<file path="src/logic/tc_config_pkg.sv">
// Purpose: constants for the time-constant and digital configuration register bank
// Assumes: 8-bit registers reached by a simple synchronous register port
// Notes: offsets are register addresses on the serial configuration port
// Summary of operation
// - first time-constant register at 0x02, reset 0x90, bit 5 reserved
// - first register bits 7:6: capacitance code 0.75/1.5/3/6 pF, resets 10
// - first register bits 4:0: resistance code, all values valid, resets 10000
// - second time-constant register at 0x03, reset 0xA0
// - second register bits 7:6: capacitance code 3/6/12/24 pF, resets 10
// - second register bits 5:0: resistance code, all values valid, resets 100000
// - digital configuration at 0x04, reset 0x03, frequency 7:4, response 2:0
package tc_config_pkg;
  localparam logic [7:0] TC_ONE_OFFSET  = 8'h02;
  localparam logic [7:0] TC_TWO_OFFSET  = 8'h03;
  localparam logic [7:0] DIGITAL_CFG_OFFSET = 8'h04;
  localparam logic [7:0] TC_ONE_RESET       = 8'h90;
  localparam logic [7:0] TC_TWO_RESET       = 8'hA0;
  localparam logic [7:0] DIGITAL_CFG_RESET  = 8'h03;
  localparam int CAP_MSB      = 7;
  localparam int CAP_LSB      = 6;
  localparam int ONE_RES_MSB  = 4;
  localparam int TWO_RES_MSB  = 5;
  localparam int FREQ_MSB     = 7;
  localparam int FREQ_LSB     = 4;
  localparam int RESP_MSB     = 2;
  localparam int ONE_RSVD_BIT = 5;
  localparam int DIG_RSVD_BIT = 3;
endpackage : tc_config_pkg

</file>
<file path="src/logic/tc_config_regs.sv">
// Purpose: time-constant and digital configuration register bank
// Assumes: host register port already deserialised, synchronous to clock
// Notes: writes take effect one edge later; read data is registered
`timescale 1ns/1ps
module tc_config_regs (
  input  wire logic       clock,
  input  wire logic       arst_n,
  input  wire logic [7:0] regAddr,
  input  wire logic       regWrite,
  input  wire logic       regRead,
  input  wire logic [7:0] regWdata,
  output logic      [7:0] regRdata,
  output logic            regHit,
  output logic      [1:0] tc_one_cap_code,
  output logic      [4:0] tc_one_res_code,
  output logic      [1:0] tc_two_cap_code,
  output logic      [5:0] tc_two_res_code,
  output logic      [3:0] sensor_lowest_freq_code,
  output logic      [2:0] conversion_period_code
);

  // sizes of the bank
  localparam int DATA_W   = 8;
  localparam int NUM_REGS = 3;
  localparam int IDX_W    = 2;

  typedef logic [DATA_W-1:0] byte_type;
  typedef logic [IDX_W-1:0]  index_type;

  // storage slots, in address order
  localparam index_type IDX_TC_ONE  = 2'h0;
  localparam index_type IDX_TC_TWO  = 2'h1;
  localparam index_type IDX_DIGITAL = 2'h2;

  // value of each slot after reset
  localparam byte_type RESET_TABLE [NUM_REGS] = '{
    tc_config_pkg::TC_ONE_RESET,
    tc_config_pkg::TC_TWO_RESET,
    tc_config_pkg::DIGITAL_CFG_RESET
  };

  // true for the three mapped offsets
  function automatic logic addr_is_mapped(
    input logic [7:0] addr
  );
    case (addr)
      tc_config_pkg::TC_ONE_OFFSET: begin
        addr_is_mapped = 1'b1;
      end
      tc_config_pkg::TC_TWO_OFFSET: begin
        addr_is_mapped = 1'b1;
      end
      tc_config_pkg::DIGITAL_CFG_OFFSET: begin
        addr_is_mapped = 1'b1;
      end
      default: begin
        addr_is_mapped = 1'b0;
      end
    endcase
  endfunction : addr_is_mapped

  // slot of a mapped offset; unmapped offsets fall on slot zero
  function automatic index_type addr_to_index(
    input logic [7:0] addr
  );
    case (addr)
      tc_config_pkg::TC_ONE_OFFSET: begin
        addr_to_index = IDX_TC_ONE;
      end
      tc_config_pkg::TC_TWO_OFFSET: begin
        addr_to_index = IDX_TC_TWO;
      end
      tc_config_pkg::DIGITAL_CFG_OFFSET: begin
        addr_to_index = IDX_DIGITAL;
      end
      default: begin
        addr_to_index = IDX_TC_ONE;
      end
    endcase
  endfunction : addr_to_index

  // capacitance code sits at the same place in both time-constant bytes
  function automatic logic [1:0] cap_field(
    input byte_type value
  );
    cap_field = value[tc_config_pkg::CAP_MSB:tc_config_pkg::CAP_LSB];
  endfunction : cap_field

  // selection and strobes
  wire [DATA_W-1:0] regFile [NUM_REGS];
  logic             addrMapped;
  index_type        addrIndex;
  logic             wrStrobe;
  logic             accessHit;
  byte_type         readSelect;
  byte_type         readValue;
  byte_type         nxt_regRdata;
  logic             nxt_regHit;
  byte_type         regRdata_ff;
  logic             regHit_ff;

  assign addrMapped = addr_is_mapped(regAddr);
  assign addrIndex  = addr_to_index(regAddr);

  // unmapped writes are dropped
  assign wrStrobe  = regWrite & addrMapped;
  assign accessHit = (regRead | regWrite) & addrMapped;

  // unmapped addresses read zero
  assign readSelect = regFile[addrIndex];
  assign readValue  = addrMapped ? readSelect : 8'h00;

  // read data holds between reads; a write in the same cycle is not yet seen
  assign nxt_regRdata = regRead ? readValue : regRdata_ff;
  assign nxt_regHit   = accessHit;

  // one byte of flip-flops per slot
  genvar slot;
  generate
    for (slot = 0; slot < NUM_REGS; slot++) begin : g_slot
      logic     slotWrite;
      byte_type cell_ff;

      assign slotWrite = wrStrobe & (addrIndex == index_type'(slot));

      // whole byte stored, reserved bits included
      always_ff @(posedge clock or negedge arst_n) begin
        if (!arst_n) begin
          cell_ff <= RESET_TABLE[slot];
        end else if (slotWrite) begin
          cell_ff <= regWdata;
        end
      end

      assign regFile[slot] = cell_ff;
    end
  endgenerate

  // registered read port
  always_ff @(posedge clock or negedge arst_n) begin
    if (!arst_n) begin
      regRdata_ff <= 8'h00;
      regHit_ff   <= 1'b0;
    end else begin
      regRdata_ff <= nxt_regRdata;
      regHit_ff   <= nxt_regHit;
    end
  end

  assign regRdata = regRdata_ff;
  assign regHit   = regHit_ff;

  // field outputs straight from the storage flip-flops
  assign tc_one_cap_code =
    cap_field(regFile[IDX_TC_ONE]);
  assign tc_one_res_code =
    regFile[IDX_TC_ONE][tc_config_pkg::ONE_RES_MSB:0];
  assign tc_two_cap_code =
    cap_field(regFile[IDX_TC_TWO]);
  assign tc_two_res_code =
    regFile[IDX_TC_TWO][tc_config_pkg::TWO_RES_MSB:0];
  assign sensor_lowest_freq_code =
    regFile[IDX_DIGITAL][tc_config_pkg::FREQ_MSB:tc_config_pkg::FREQ_LSB];
  assign conversion_period_code =
    regFile[IDX_DIGITAL][tc_config_pkg::RESP_MSB:0];

  // reserved bits (bit 5 of slot zero, bit 3 of the digital slot) are
  // kept in the byte and only come back through the read port

  // the bank has no other state: every output above follows either the
  // storage bytes or the registered read port, so nothing is left over
  // from one access to the next beyond what the host has written

endmodule : tc_config_regs

</file>
<file path="config.mk">
export PLATFORM = sky130hd
export DESIGN_NAME = tc_config_regs
export DESIGN_NICKNAME = d
export VERILOG_FILES = /design/src/logic/tc_config_pkg.sv /design/src/logic/tc_config_regs.sv
export SDC_FILE = /design/constraint.sdc
export NUM_CORES = 1
export LEC_CHECK = 0
export BUFFER_PORTS_ARGS = -buffer_cell sky130_fd_sc_hd__clkbuf_2
export CAP_MARGIN = 10
export CORE_MARGIN = 2
export CORE_UTILIZATION = 45
export CTS_CLUSTER_SIZE = 28
export DETAILED_ROUTE_END_ITERATION = 7
export HOLD_SLACK_MARGIN = 0.12
export PLACE_DENSITY = 0.72
export SLEW_MARGIN = 20
export SYNTH_ARGS = -nofsm -noshare
export SYNTH_HDL_FRONTEND = slang
export SYNTH_SLANG_ARGS = --single-unit
</file>
<file path="constraint.sdc">
create_clock -name clock -period 1 [get_ports clock]
set_input_delay 0.05 -clock clock [delete_from_list [all_inputs] [get_ports clock]]
set_output_delay 0.05 -clock clock [all_outputs]
set_load 0.02 [all_outputs]
</file>
==> flow_summary.ini <==
[grt]
grt_pass1_vias = 1357
grt_max_degree = 34
grt_usage_pct = 21.5
antenna_found_initial = 0
grt_pass1_wl_um = 6610
overflow = 0

[clock_tree]
clk_latency_ns = 0.32
clock_sinks = 33
numCtsBuffers = 5
cts.root.buffer_cell = clkbuf_4
clk_pin_slew_worst_paths_ns = 0.10
cts.htree.levels = 2
cts_tree = yes
ctsLongestPathBuffers = 2

[logic_synthesis]
synth_area_leaders = dfrtp_1, mux2_2, dfstp_2, buf_4, a221o_1
synth_area_per_cell_sq_um = 13.9
ys_seq_area_share_pct = 53.0
yosys_register_bits = 33
synth_area_sq_um = 1570
ys_warn_count = 0
synth_top_cell_area_share_pct = 43.0
synth_largest_area_cell = dfrtp_1
synth_cell_types = 20
synth_cells = 113
synthesis.nets = 133

[place]
dp.final_hpwl_um = 2520
dpl_worst_slack_ns = -0.315
gp_congestion = 0.798
port_buffers = 50
dp.cells = 211

[drt]
drtIter0Drc = 66
dr.pass1.iters = 4
drc = 0
wl_um = 3850
wl_per_cell_um = 16.4
vias_per_cell = 5.24
final_antenna_net_count = 0
vias = 1226

[sta]
tightest_slew_ns = 0.410
skew_ns = 0.00625
rsz0062_at_grt = true
min_period_ns = 1.07
hold_viol = 0
finalSetupViolCount = 19
finalMaxSlewViolations = 0
slew_headroom_pct = 72.7
fmax_mhz = 933
setup_ws_ns = -0.0723
period_share_pct = 107

[worst_setup_path]
crit_slowest_cell = dfstp_2
critPathTopFamily = flip-flops
path_cells = buf_8
crit_arrival_ns = 1.02
cp-end-kind = primary output
crit_buf_inv = 1
required_ns = 0.95
cpPeakStageDelay_ns = 0.58
critical_path_class = flip-flop to primary output
path_max_fanout = 3
cp-start-kind = flip-flop

[cells_and_area]
finalCoreUtilization_pct = 69.7
layout_common_cells = clkbuf_2, mux2_2, dfrtp_1, buf_8, buf_4
seq_area_sq_um = 841
final.fill_count = 242
antenna_cells = 0
stdcell_count = 234
layout_commonest_cell = clkbuf_2
area_growth_pct = 47.9
nNetsFinal = 207
multi_input_area_sq_um = 641
drive_gt1_share_pct = 64.4

[die]
rows = 21
die_x_um = 63.1
core_sq_um = 3340
start_util_pct = 47.1
pin_count = 51
die_y_um = 63.1
die_area_sq_um = 3980

[run_status]
violations = setup timing
status = finished with violations

[power_and_ir_drop]
vdd_drop_max_uv = 713
powerDensity_nw_per_um2 = 1120
p_leak_uw = 0.00117

[worst_hold_path]
hold_class = input port to flip-flop

[job]
cap_violations = 0
-- final timing paths --
kind                                 startpoint                        end  slack (ns)  cells past startpoint
setup / recovery           g_slot[2].cell_ff[1]  conversion_period_code[1]       -0.07                      1
hold / removal                       regAddr[7]                     regHit        0.17                      5
setup reg to reg           g_slot[2].cell_ff[6]                regRdata[6]       -0.05                      2
hold reg to reg            g_slot[2].cell_ff[3]       g_slot[2].cell_ff[3]        0.53                      1
max in group asynchronous                arst_n       g_slot[1].cell_ff[5]        0.39                      3
min in group asynchronous                arst_n       g_slot[0].cell_ff[2]        0.27                      3
-- tightest hold or removal path, cell delays in order --
cell and delay (ns):
clkbuf_2 0.08, nor2_2 0.03, buf_4 0.16, o211ai_1 0.08
nor2_1 0.05
-- synth_stat cells --
cell / n
nand4_4: 1
nor3b_2: 1
nor2_1: 2
dfrtp_1: 27
buf_2: 1
and4_1: 1
a221o_1: 8
mux2_2: 24
nand4_2: 2
nor2_2: 1
nor3_4: 1
clkbuf_1: 1
o211ai_1: 1
dfstp_2: 6
and3b_1: 1
nor3b_1: 1
nor2b_1: 9
a22o_1: 8
buf_4: 16
o2111a_1: 1
-- power by group --
| part | switching (uW) | total, uW | internal [uW] | leakage [uW] |
|---|---|---|---|---|
| clock network | 412 | 693 | 280 | 0.0000265 |
| registers | 39.7 | 1430 | 1390 | 0.000426 |
| logic | 213 | 470 | 257 | 0.000718 |
-- cells by family after synthesis --
group                  count (synthesis)  share of synthesized area (%)
multiplexers                          24                           17.2
flip-flops                            33                           53.0
AND/OR/NAND/NOR                       20                           10.8
buffers and inverters                 18                           8.20
AO/OA/AOI/OAI                         18                           10.7
-- metrics by stage --
stage               instance area, sq um  total power [uW]  hold WS, ns  TNS (ns)
floorplan                           1600              1630       -0.246    -0.660
global placement                    1940              1780       0.0897     -5.92
detailed placement                  1940              1790       0.0964     -7.37
CTS                                 2270              2590        0.158    -0.903
global route                        2320              2710        0.182     -1.24
finish                              2320              2590        0.166    -0.578
-- layer usage --
metal / vias to the layer above / GRT usage, % / wire length (um) / share of wire, %
li1: 562 / - / - / -
met1: 607 / 26.9 / 1640 / 43
met2: 53 / 35.1 / 1920 / 50
met3: 4 / 7.32 / 247 / 6.4
met4: 0 / 6.67 / 39 / 1.0
met5: - / 0 / 0 / 0
-- flip-flops by register name, indices dropped and copies added (netlist names) --
register	flops
regHit	1
g_slot.cell_ff	24
regRdata	8
-- cell type report --
type	count	share of cell area [%]
Multi-Input combinational cell	62	27.6
Tap cell	46	2.48
Sequential cell	33	36.2
Clock buffer	8	2.10
Timing Repair Buffer	85	31.7
-- repair_timing --
item                       in CTS  in global routing
gates resized for setup        36                 22
hold endpoints to repair       58                  0
setup endpoints to repair      16                 29
hold buffers                   11                  0
setup buffers                   3                  1
No activity file was read; power rests on OpenSTA's default activity.
